==> src/core/ast_pkg.sv <==
// Constants, register map and carrier types of the serial transmitter.
// Assumes an APB master with 32-bit data and one 25 MHz clock.
// Overview of operation
// - Line idles at mark, NRZ bit levels.
// - Frame: start, eight/nine data, stop bits.
// - Every bit lasts one baud period.
// - Eight-bit baud divisor and counter set timing.
// - Data bits leave least significant first.
// - Transmit path independent, shares format and rate.
// - No hardware parity; ninth bit from software.
// - Shift register loads only from transmit buffer.
// - Port enable forces transmit pin output.
// - Port enable forces receive pin input.
// - Enabling transmitter sets buffer empty flag unless a character is queued.
// - Buffer write starts send; idle shifter loads.
// - Queued character loads after previous stop bit.
// - Start bit begins right after transfer.
// - Empty flag clear only while queued or transmitter disabled.
// - Empty flag valid from second cycle after write.
// - Empty flag read-only to software.
// - Interrupt is flag gated by enable.
package ast_pkg;
  localparam logic [7:0] OFS_INTF = 8'h00;
  localparam logic [7:0] OFS_INTE = 8'h04;
  localparam logic [7:0] OFS_RCST = 8'h08;
  localparam logic [7:0] OFS_BAUD = 8'h0C;
  localparam logic [7:0] OFS_PIN_DIRECTION_BIT = 8'h10;
  localparam logic [7:0] OFS_TXB  = 8'h14;
  localparam logic [7:0] OFS_TXST = 8'h18;
  localparam logic [7:0] RST_TXST = 8'h02;
  localparam logic [7:0] RST_PIN_DIRECTION_BIT = 8'hFF;
  localparam logic [7:0] RST_ZERO = 8'h00;
  localparam int BIT_TRANSMIT_BUFFER_EMPTY_FLAG  = 4;
  localparam int BIT_TRANSMIT_INTERRUPT_ENABLE  = 4;
  localparam int BIT_SERIAL_PORT_ENABLE  = 7;
  localparam int BIT_TX9   = 6;
  localparam int BIT_TRANSMIT_ENABLE  = 5;
  localparam int BIT_SYNC  = 4;
  localparam int BIT_HIGH_BAUD_SELECT  = 2;
  localparam int BIT_SHIFT_REGISTER_EMPTY  = 1;
  localparam int BIT_NINTH_TRANSMIT_BIT  = 0;
  localparam int PIN_TX    = 6;
  localparam int PIN_RX    = 7;
  localparam int SHIFT_W   = 11;
  typedef struct packed {
    logic       transmit_buffer_empty_flag;
    logic       busy;
    logic       queued;
  } ast_stat_t;
endpackage

==> src/core/ast_tx.sv <==
// Asynchronous serial transmitter with APB register slave.
// Assumes one clock; the receive pin is sampled through three flops.
`timescale 1ns/100ps
module ast_tx #(
  parameter int DIV_W = 8
) (
  input  wire logic        clk_i,
  input  wire logic        rst_b_i,
  input  wire logic        psel_i,
  input  wire logic        penable_i,
  input  wire logic        pwrite_i,
  input  wire logic [7:0]  paddr_i,
  input  wire logic [31:0] pwdata_i,
  output logic      [31:0] prdata_o,
  output logic             pready_o,
  output logic             pslverr_o,
  input  wire logic        receive_pin_i,
  output logic             transmit_pin_o,
  output logic             transmit_pin_oe_o,
  output logic             receive_pin_oe_o,
  output logic             irq_o
);
  logic [7:0]         txst_r;
  logic [7:0]         rcst_r;
  logic [7:0]         inte_r;
  logic [DIV_W-1:0]   baud_r;
  logic [7:0]         pin_direction_bit_r;
  logic [8:0]         txbuf_r;
  logic               queued_r;
  logic [ast_pkg::SHIFT_W-1:0] tsr_r;
  logic [3:0]         bits_r;
  logic               busy_r;
  logic [DIV_W-1:0]   cnt_r;
  logic               tick;
  logic               transmit_buffer_empty_flag;
  logic               wr;
  logic               acc;
  logic               load;
  logic               last_bit;
  logic [2:0]         rx_sync_r;
  logic               rx_lvl_r;
  logic [31:0]        rd_nxt;
  logic               err_nxt;
  logic [DIV_W-1:0]   gap_r;
  ast_pkg::ast_stat_t stat;

  assign acc = psel_i & penable_i & ~pready_o;
  assign wr  = acc & pwrite_i;
  assign transmit_buffer_empty_flag = txst_r[ast_pkg::BIT_TRANSMIT_ENABLE] & ~queued_r;
  assign last_bit = busy_r & tick & (bits_r == 4'h1);
  assign load = queued_r & (~busy_r | last_bit);
  assign stat = '{transmit_buffer_empty_flag: transmit_buffer_empty_flag, busy: busy_r, queued: queued_r};

  // Control registers; the empty flag and shifter status are not stored.
  always_ff @(posedge clk_i)
  begin
    if (!rst_b_i)
    begin
      txst_r <= ast_pkg::RST_TXST;
      rcst_r <= ast_pkg::RST_ZERO;
      inte_r <= ast_pkg::RST_ZERO;
      baud_r <= '0;
      pin_direction_bit_r <= ast_pkg::RST_PIN_DIRECTION_BIT;
    end
    else if (wr)
    begin
      case (paddr_i)
        ast_pkg::OFS_TXST: txst_r <= {pwdata_i[7:4], 1'b0,
                                      pwdata_i[2], 1'b0, pwdata_i[0]};
        ast_pkg::OFS_RCST: rcst_r <= pwdata_i[7:0];
        ast_pkg::OFS_INTE: inte_r <= pwdata_i[7:0];
        ast_pkg::OFS_BAUD: baud_r <= pwdata_i[DIV_W-1:0];
        ast_pkg::OFS_PIN_DIRECTION_BIT: pin_direction_bit_r <= pwdata_i[7:0];
        default: ;
      endcase
    end
  end

  // Transmit buffer: a write queues, a transfer to the shifter empties.
  always_ff @(posedge clk_i)
  begin
    if (!rst_b_i)
    begin
      txbuf_r  <= '0;
      queued_r <= 1'b0;
    end
    else if (wr && paddr_i == ast_pkg::OFS_TXB)
    begin
      txbuf_r  <= {txst_r[ast_pkg::BIT_NINTH_TRANSMIT_BIT], pwdata_i[7:0]};
      queued_r <= 1'b1;
    end
    else if (load)
      queued_r <= 1'b0;
  end

  // Baud counter reloads from the divisor and ticks on expiry.
  always_ff @(posedge clk_i)
  begin
    if (!rst_b_i)
      cnt_r <= '0;
    else if (load || cnt_r == '0)
      cnt_r <= baud_r;
    else
      cnt_r <= cnt_r - 1'b1;
  end
  assign tick = (cnt_r == '0);

  // Shift register: start, data LSB first, optional ninth, stop.
  always_ff @(posedge clk_i)
  begin
    if (!rst_b_i)
    begin
      tsr_r  <= '1;
      bits_r <= 4'h0;
      busy_r <= 1'b0;
    end
    else if (load)
    begin
      tsr_r  <= txst_r[ast_pkg::BIT_TX9] ? {1'b1, txbuf_r, 1'b0}
                                         : {2'b11, txbuf_r[7:0], 1'b0};
      bits_r <= txst_r[ast_pkg::BIT_TX9] ? 4'hB : 4'hA;
      busy_r <= 1'b1;
    end
    else if (busy_r && tick)
    begin
      tsr_r  <= {1'b1, tsr_r[ast_pkg::SHIFT_W-1:1]};
      bits_r <= bits_r - 4'h1;
      busy_r <= (bits_r != 4'h1);
    end
  end

  // Line level: mark while idle, NRZ level of the current bit otherwise.
  always_ff @(posedge clk_i)
  begin
    if (!rst_b_i)
      transmit_pin_o <= 1'b1;
    else
      transmit_pin_o <= busy_r ? tsr_r[0] : 1'b1;
  end

  // The port enable overrides the direction bit of the transmit pin.
  always_ff @(posedge clk_i)
  begin
    if (!rst_b_i)
      transmit_pin_oe_o <= 1'b0;
    else
      transmit_pin_oe_o <= rcst_r[ast_pkg::BIT_SERIAL_PORT_ENABLE] |
                           ~pin_direction_bit_r[ast_pkg::PIN_TX];
  end

  // The port enable keeps the port latch off the receive pin.
  always_ff @(posedge clk_i)
  begin
    if (!rst_b_i)
      receive_pin_oe_o <= 1'b0;
    else
      receive_pin_oe_o <= ~rcst_r[ast_pkg::BIT_SERIAL_PORT_ENABLE] &
                          ~pin_direction_bit_r[ast_pkg::PIN_RX];
  end

  // Interrupt request is the empty flag gated by its enable.
  always_ff @(posedge clk_i)
  begin
    if (!rst_b_i)
      irq_o <= 1'b0;
    else
      irq_o <= transmit_buffer_empty_flag & inte_r[ast_pkg::BIT_TRANSMIT_INTERRUPT_ENABLE];
  end

  // Receive pin passes three flops; the path is otherwise independent.
  always_ff @(posedge clk_i)
  begin
    if (!rst_b_i)
      rx_sync_r <= 3'h7;
    else
      rx_sync_r <= {rx_sync_r[1:0], receive_pin_i};
  end

  // A new level counts once the second and third flops agree.
  always_ff @(posedge clk_i)
  begin
    if (!rst_b_i)
      rx_lvl_r <= 1'b1;
    else if (rx_sync_r[2] == rx_sync_r[1])
      rx_lvl_r <= rx_sync_r[2];
  end

  // Clocks since the last bit boundary, so bit length can be checked.
  always_ff @(posedge clk_i)
  begin
    if (!rst_b_i)
      gap_r <= '0;
    else if (load || tick)
      gap_r <= '0;
    else
      gap_r <= gap_r + 1'b1;
  end

  always_comb
  begin
    rd_nxt  = '0;
    err_nxt = 1'b0;
    case (paddr_i)
      ast_pkg::OFS_INTF: rd_nxt[ast_pkg::BIT_TRANSMIT_BUFFER_EMPTY_FLAG] = transmit_buffer_empty_flag;
      ast_pkg::OFS_INTE: rd_nxt[7:0] = inte_r;
      ast_pkg::OFS_RCST: rd_nxt[7:0] = rcst_r;
      ast_pkg::OFS_BAUD: rd_nxt[DIV_W-1:0] = baud_r;
      ast_pkg::OFS_PIN_DIRECTION_BIT: rd_nxt[7:0] = pin_direction_bit_r;
      ast_pkg::OFS_TXB:  rd_nxt = '0;
      ast_pkg::OFS_TXST:
      begin
        rd_nxt[7:0] = txst_r;
        rd_nxt[ast_pkg::BIT_SHIFT_REGISTER_EMPTY] = ~busy_r;
      end
      default: err_nxt = 1'b1;
    endcase
    rd_nxt[ast_pkg::PIN_RX + 8] = (paddr_i == ast_pkg::OFS_PIN_DIRECTION_BIT) &
                                  rx_lvl_r;
  end

  // APB: one wait state; ready pulses in the second access cycle.
  always_ff @(posedge clk_i)
  begin
    if (!rst_b_i)
    begin
      pready_o  <= 1'b0;
      prdata_o  <= '0;
      pslverr_o <= 1'b0;
    end
    else
    begin
      pready_o  <= acc;
      prdata_o  <= acc ? rd_nxt : 32'h0000_0000;
      pslverr_o <= acc & err_nxt;
    end
  end

  // Line level and frame shape.
  a_idle_mark: assert property (@(posedge clk_i) disable iff (!rst_b_i)
    !busy_r |=> transmit_pin_o)
    else $error("Line not at mark while idle.");

  a_idle_ones: assert property (@(posedge clk_i) disable iff (!rst_b_i)
    !busy_r |-> tsr_r == '1)
    else $error("Idle shifter not all mark.");

  a_start_space: assert property (@(posedge clk_i) disable iff (!rst_b_i)
    load |=> ##1 !transmit_pin_o)
    else $error("Start bit not space after load.");

  a_stop_mark: assert property (@(posedge clk_i) disable iff (!rst_b_i)
    last_bit |-> tsr_r[0])
    else $error("Stop bit not at mark.");

  a_no_parity: assert property (@(posedge clk_i) disable iff (!rst_b_i)
    load && !txst_r[ast_pkg::BIT_TX9] |=> tsr_r[9])
    else $error("Eight-bit frame has no stop after data.");

  a_lsb_first: assert property (@(posedge clk_i) disable iff (!rst_b_i)
    busy_r && tick && bits_r > 4'h1 |=> tsr_r[0] == $past(tsr_r[1]))
    else $error("Shift not LSB first.");

  a_load_src: assert property (@(posedge clk_i) disable iff (!rst_b_i)
    load |=> tsr_r[8:1] == $past(txbuf_r[7:0]))
    else $error("Shifter not loaded from buffer.");

  a_busy_bits: assert property (@(posedge clk_i) disable iff (!rst_b_i)
    !busy_r |-> bits_r == 4'h0)
    else $error("Bit count left over when idle.");

  a_bits_range: assert property (@(posedge clk_i) disable iff (!rst_b_i)
    bits_r <= 4'hB)
    else $error("Bit count beyond frame length.");

  // Bit timing.
  a_tick_reload: assert property (@(posedge clk_i) disable iff (!rst_b_i)
    tick && !load |=> cnt_r == $past(baud_r))
    else $error("Counter did not reload.");

  a_bit_period: assert property (@(posedge clk_i) disable iff (!rst_b_i)
    busy_r && tick |-> gap_r == baud_r)
    else $error("Bit did not last one baud period.");

  // Buffer, queue and empty flag.
  a_idle_load: assert property (@(posedge clk_i) disable iff (!rst_b_i)
    wr && paddr_i == ast_pkg::OFS_TXB && !busy_r |=> ##1 busy_r)
    else $error("Idle shifter did not load.");

  a_load_busy: assert property (@(posedge clk_i) disable iff (!rst_b_i)
    load |=> busy_r)
    else $error("Load did not start the shifter.");

  a_queue_wait: assert property (@(posedge clk_i) disable iff (!rst_b_i)
    stat.queued && stat.busy && !last_bit |=> stat.queued)
    else $error("Queued character left before stop bit.");

  a_queue_load: assert property (@(posedge clk_i) disable iff (!rst_b_i)
    queued_r && last_bit |=> busy_r)
    else $error("Queued character not loaded after stop.");

  a_flag_clear: assert property (@(posedge clk_i) disable iff (!rst_b_i)
    !transmit_buffer_empty_flag && txst_r[ast_pkg::BIT_TRANSMIT_ENABLE] |-> queued_r && (busy_r || load))
    else $error("Empty flag clear without busy and queued.");

  a_enable_flag: assert property (@(posedge clk_i) disable iff (!rst_b_i)
    $rose(txst_r[ast_pkg::BIT_TRANSMIT_ENABLE]) && !queued_r |-> transmit_buffer_empty_flag)
    else $error("Flag not set on enable.");

  a_flag_delay: assert property (@(posedge clk_i) disable iff (!rst_b_i)
    wr && paddr_i == ast_pkg::OFS_TXB && busy_r && bits_r > 4'h2 &&
    txst_r[ast_pkg::BIT_TRANSMIT_ENABLE] |=> ##1 !transmit_buffer_empty_flag)
    else $error("Empty flag not clear two cycles after write.");

  a_flag_ro: assert property (@(posedge clk_i) disable iff (!rst_b_i)
    wr && paddr_i == ast_pkg::OFS_INTF && !load |=>
    queued_r == $past(queued_r))
    else $error("Software write changed the empty flag.");

  // Interrupt request.
  a_irq_gate: assert property (@(posedge clk_i) disable iff (!rst_b_i)
    ##1 irq_o == $past(transmit_buffer_empty_flag & inte_r[ast_pkg::BIT_TRANSMIT_INTERRUPT_ENABLE]))
    else $error("Interrupt not gated flag.");

  a_irq_set: assert property (@(posedge clk_i) disable iff (!rst_b_i)
    transmit_buffer_empty_flag && inte_r[ast_pkg::BIT_TRANSMIT_INTERRUPT_ENABLE] |=> irq_o)
    else $error("Interrupt missing with flag and enable.");

  a_irq_off: assert property (@(posedge clk_i) disable iff (!rst_b_i)
    !inte_r[ast_pkg::BIT_TRANSMIT_INTERRUPT_ENABLE] |=> !irq_o)
    else $error("Interrupt raised while disabled.");

  // Pin directions.
  a_serial_port_enable_out: assert property (@(posedge clk_i) disable iff (!rst_b_i)
    rcst_r[ast_pkg::BIT_SERIAL_PORT_ENABLE] |=> transmit_pin_oe_o && !receive_pin_oe_o)
    else $error("Port enable did not set directions.");

  a_tx_oe_pin_direction_bit: assert property (@(posedge clk_i) disable iff (!rst_b_i)
    !rcst_r[ast_pkg::BIT_SERIAL_PORT_ENABLE] |=>
    transmit_pin_oe_o == !$past(pin_direction_bit_r[ast_pkg::PIN_TX]))
    else $error("Transmit pin direction wrong without port enable.");

  a_rx_oe_pin_direction_bit: assert property (@(posedge clk_i) disable iff (!rst_b_i)
    !rcst_r[ast_pkg::BIT_SERIAL_PORT_ENABLE] |=>
    receive_pin_oe_o == !$past(pin_direction_bit_r[ast_pkg::PIN_RX]))
    else $error("Receive pin direction wrong without port enable.");

  // Register slave handshake.
  a_ready_acc: assert property (@(posedge clk_i) disable iff (!rst_b_i)
    acc |=> pready_o)
    else $error("Access not answered.");

  a_ready_idle: assert property (@(posedge clk_i) disable iff (!rst_b_i)
    !acc |=> !pready_o)
    else $error("Ready without an access.");

  a_ready_pulse: assert property (@(posedge clk_i) disable iff (!rst_b_i)
    pready_o |=> !pready_o)
    else $error("Ready held longer than one cycle.");

  a_err_ready: assert property (@(posedge clk_i) disable iff (!rst_b_i)
    pslverr_o |-> pready_o)
    else $error("Error response without ready.");

  a_err_mapped: assert property (@(posedge clk_i) disable iff (!rst_b_i)
    acc && paddr_i == ast_pkg::OFS_TXST |=> !pslverr_o)
    else $error("Error on a mapped register.");

  a_rdata_zero: assert property (@(posedge clk_i) disable iff (!rst_b_i)
    !pready_o |-> prdata_o == 32'h0000_0000)
    else $error("Read data not zero outside ready.");

  a_buf_read: assert property (@(posedge clk_i) disable iff (!rst_b_i)
    acc && !pwrite_i && paddr_i == ast_pkg::OFS_TXB |=>
    prdata_o == 32'h0000_0000)
    else $error("Transmit buffer read returned data.");

endmodule // ast_tx

==> config.mk <==
export PLATFORM = sky130hd
export DESIGN_NAME = ast_tx
export DESIGN_NICKNAME = d
export VERILOG_FILES = /design/src/core/ast_pkg.sv /design/src/core/ast_tx.sv
export SDC_FILE = /design/constraint.sdc
export NUM_CORES = 1
export LEC_CHECK = 0
export BUFFER_PORTS_ARGS = -buffer_cell sky130_fd_sc_hd__buf_2
export CAP_MARGIN = 40
export CORE_ASPECT_RATIO = 0.5
export CORE_MARGIN = 2
export CORE_UTILIZATION = 33
export DETAILED_ROUTE_END_ITERATION = 6
export GPL_TIMING_DRIVEN = 0
export MAX_ROUTING_LAYER = met4
export SLEW_MARGIN = 10
export SYNTH_ARGS = -nofsm -noshare
export SYNTH_HDL_FRONTEND = slang
export SYNTH_SLANG_ARGS = --single-unit
==> constraint.sdc <==
create_clock -name clk_i -period 2.4 [get_ports clk_i]
set_input_delay 0.24 -clock clk_i [delete_from_list [all_inputs] [get_ports clk_i]]
set_output_delay 0.24 -clock clk_i [all_outputs]
set_load 0.005 [all_outputs]
==> results.sh <==
export IMPL_synth_async_reset_ratio=0
export IMPL_critical_path_end="tsr_r[8]$_SDFFE_PN1P_"
export IMPL_synth_top_family_by_area="simple AND/OR/NAND/NOR gates"
export IMPL_placement_rows=28
export IMPL_clock_tree_root_cell="clkbuf_16"
export IMPL_die_width_um=162
export IMPL_numPortBuffers=35
export IMPL_hold_worst_slack_ns=0.0904
export IMPL_antenna_diode_count=0
export IMPL_synth_seq_area_share=0.437
export IMPL_grt_pass1_wl_um=16400
export IMPL_setup_worst_path_end_class="flip-flop"
export IMPL_synth_largest_area_cell="dfxtp_1"
export IMPL_drcViolationCount=0
export IMPL_area_growth_synth_to_final_pct=18.3
export IMPL_drive_gt1_frac=0.209
export IMPL_reg2regPathDepth=7
export IMPL_pwr_density_cell_nw_per_um2=733
export IMPL_place_inst=671
export IMPL_dpl_cell_area_sq_um=4590
export IMPL_yosys_warnings=0
export IMPL_largest_driver_fanout_on_the_critical_path=10
export IMPL_average_via_count_per_standard_cell=4.73
export IMPL_arrival_ns=2.32
export IMPL_synthesis_instances=449
export IMPL_share_clk_of_total_power=0.379
export IMPL_tritoncts_clock_tree="yes"
export IMPL_pin_count_of_the_biggest_net_entering_global_routing=14
export IMPL_grt_pass1_vias=3088
export IMPL_finalHoldViolCount=0
export IMPL_p_int_mw=2.61
export IMPL_grt_antenna_before_repair=0
export IMPL_tightestPinTransition_ns=0.682
export IMPL_setup_worst_path_class="reg2reg"
export IMPL_overflow=0
export IMPL_final_common_cell="dfxtp_1"
export IMPL_layout_cells_most_common_list="dfxtp_1, buf_2, nand2_1"
export IMPL_groute_usage_overall=0.160
export IMPL_timing_reg2reg_setup_slack_ns=0.29
export IMPL_post_route_min_period_ns=2.11
export IMPL_cts_max_path_buffers=2
export IMPL_setup_repair_after_global_routing_missed_its_margin="false"
export IMPL_design_power_total_mw=3.58
export IMPL_synth_top_area_share=0.437
export IMPL_die_area_sq_um=13500
export IMPL_total_switching_power_mw=0.964
export IMPL_worst_r2r_startpoint="cnt_r[0]$_SDFF_PN0_"
export IMPL_power_share_combinational=0.169
export IMPL_max_freq_mhz=473
export IMPL_worstHoldPathType="in2reg"
export IMPL_netlist_area_sq_um=4120
export IMPL_worst_ir_drop_vdd_uv=386
export IMPL_required_ns=2.61
export IMPL_drt_pre_antenna_iters=4
export IMPL_r2r_end="tsr_r[8]$_SDFFE_PN1P_"
export IMPL_synth_top_cells_by_area="dfxtp_1, mux2i_1, buf_4"
export IMPL_coreArea_sq_um=12000
export IMPL_synthSimpleGateAreaFrac=0.201
export IMPL_finish_cell_count_without_fillers=686
export IMPL_cts_post_setup_buffers_inserted=0
export IMPL_synth_enable_flop_cells=0
export IMPL_holdBufCountCts=0
export IMPL_detail_route_iter0_violations=282
export IMPL_num_vias=3242
export IMPL_yosys_mux_area_fraction=0.116
export IMPL_design_final_nets=567
export IMPL_numClockSinks=90
export IMPL_fin_area_sq_um=4880
export IMPL_ys_flop_type="dfxtp_1"
export IMPL_p_leak_nw=2.01
export IMPL_synth_compound_gate_area_share=0.134
export IMPL_seq_power_share=0.452
export IMPL_die_h_um=83.0
export IMPL_nFillCells=1196
export IMPL_initial_utilization=0.343
export IMPL_detail_route_wirelength_um=10100
export IMPL_post_synth_adder_cell_area=0.0121
export IMPL_result_of_the_run="completed"
export IMPL_io_pin_count=84
export IMPL_tritoncts_num_buffers=9
export IMPL_htreeDepth=3
export IMPL_gp_congestion=0.822
export IMPL_final_setup_tns_ns=0
export IMPL_clk_latency_ns=0.34
export IMPL_final_setup_violations=0
export IMPL_synth_area_per_cell_sq_um=9.18
export IMPL_relSlewSlack=0.545
export IMPL_max_cap_violations=0
export IMPL_clk_transition_reported_paths_ns=0.06
export IMPL_clock_skew_ns=0.00368
export IMPL_min_period_over_period=0.881
export IMPL_cp_startpoint="cnt_r[0]$_SDFF_PN0_"
export IMPL_synth_xor_area_share=0.0170
export IMPL_ctsResizeCount=0
export IMPL_critical_path_startpoint_type="flip-flop"
export IMPL_synth_seq_cells=90
export IMPL_maxSlewViolCount=0
export IMPL_synth_lib_cells_used_distinct=50
export IMPL_route_antenna_remaining_nets=0
export IMPL_wl_per_cell_um=14.7
export IMPL_fraction_of_power_spent_switching_nets=0.270
export IMPL_detailedPlacementHpwl_um=7480
-- synth_stat cells, drive strengths merged, types with 5 or more instances --
cell,instances
nand4,10
and3,10
mux2i,40
nand3,12
a211oi,15
inv,8
mux2,5
clkbuf,15
and2,8
nor3,9
buf,38
o31a,8
a22oi,5
a21oi,17
o21ai,22
nor2,34
dfxtp,90
o22ai,6
nand2,48
nor2b,8
-- cell families after synthesis --
kind of cell / after synthesis
xor gates and xnor gates: 8
AOI/OAI and AO/OA: 82
buffers and inverters: 61
muxes: 46
DFF: 90
other: 1
adders and majority gates: 4
and+or+nand+nor: 157
-- how the worst min path moves through the flow --
stage                                 start                 endpoint  slack, ns  cells after the start
floorplan                     receive_pin_i  rx_sync_r[0]$_SDFF_PN1_       0.34                      1
global placement    rx_sync_r[0]$_SDFF_PN1_  rx_sync_r[1]$_SDFF_PN1_       0.39                      1
detailed placement  rx_sync_r[0]$_SDFF_PN1_  rx_sync_r[1]$_SDFF_PN1_       0.41                      1
CTS                           receive_pin_i  rx_sync_r[0]$_SDFF_PN1_       0.08                      2
global route                  receive_pin_i  rx_sync_r[0]$_SDFF_PN1_       0.10                      2
finish                        receive_pin_i  rx_sync_r[0]$_SDFF_PN1_       0.09                      2
-- power by group through the flow --
stage / combinational [mW] / sequential [mW] / clock (mW)
3_5_place_dp: 0.600 / 1.65 / 0
4_1_cts: 0.604 / 1.62 / 1.38
2_1_floorplan: 0.465 / 1.64 / 0
6_report: 0.604 / 1.62 / 1.36
5_1_grt: 0.672 / 1.63 / 1.46
3_3_place_gp: 0.599 / 1.65 / 0
-- registers in the layout (all words and copies together) (netlist names), 3 cells and up --
signal / cells
baud_r: 8
bits_r: 4
cnt_r: 8
inte_r: 8
pin_direction_bit_r: 8
prdata_o: 9
rcst_r: 8
rx_sync_r: 3
tsr_r: 10
txbuf_r: 9
txst_r: 6
-- layer usage --
layer,global-route usage,vias to the layer above,wire [um]
met5,-,-,0
met4,0.0491,0,170
met3,0.0325,14,464
met2,0.234,88,4290
met1,0.222,1463,5190
li1,-,1677,-
-- stage by stage --
| stage | util | setup WS (ns) |
|---|---|---|
| 3_5_place_dp | 0.382 | 0.304 |
| 6_report | 0.406 | 0.285 |
| 4_1_cts | 0.406 | 0.263 |
| 2_1_floorplan | - | 0.771 |
| 3_3_place_gp | 0.382 | 0.340 |
| 5_1_grt | 0.406 | 0.0387 |
-- final cells by class --
cell class	count	area, sq um	area share
well taps	165	206	0.0423
repair buffers	35	175	0.0359
clock inverters	2	10.0	0.00205
inverters	8	30.0	0.00616
multi-input cells	320	2070	0.423
flip-flops and latches	90	1800	0.369
plain buffers	53	309	0.0633
clock buffers	13	280	0.0575
-- critical path, cell delays in order (launching register included) --
cell	delay [ns]
dfxtp_1	0.34
inv_1	0.08
ha_1	0.17
nor3b_1	0.53
a31oi_1	0.28
clkbuf_1	0.30
nor2_1	0.20
o21ai_1	0.09
Power figures use the tool's default switching activity.
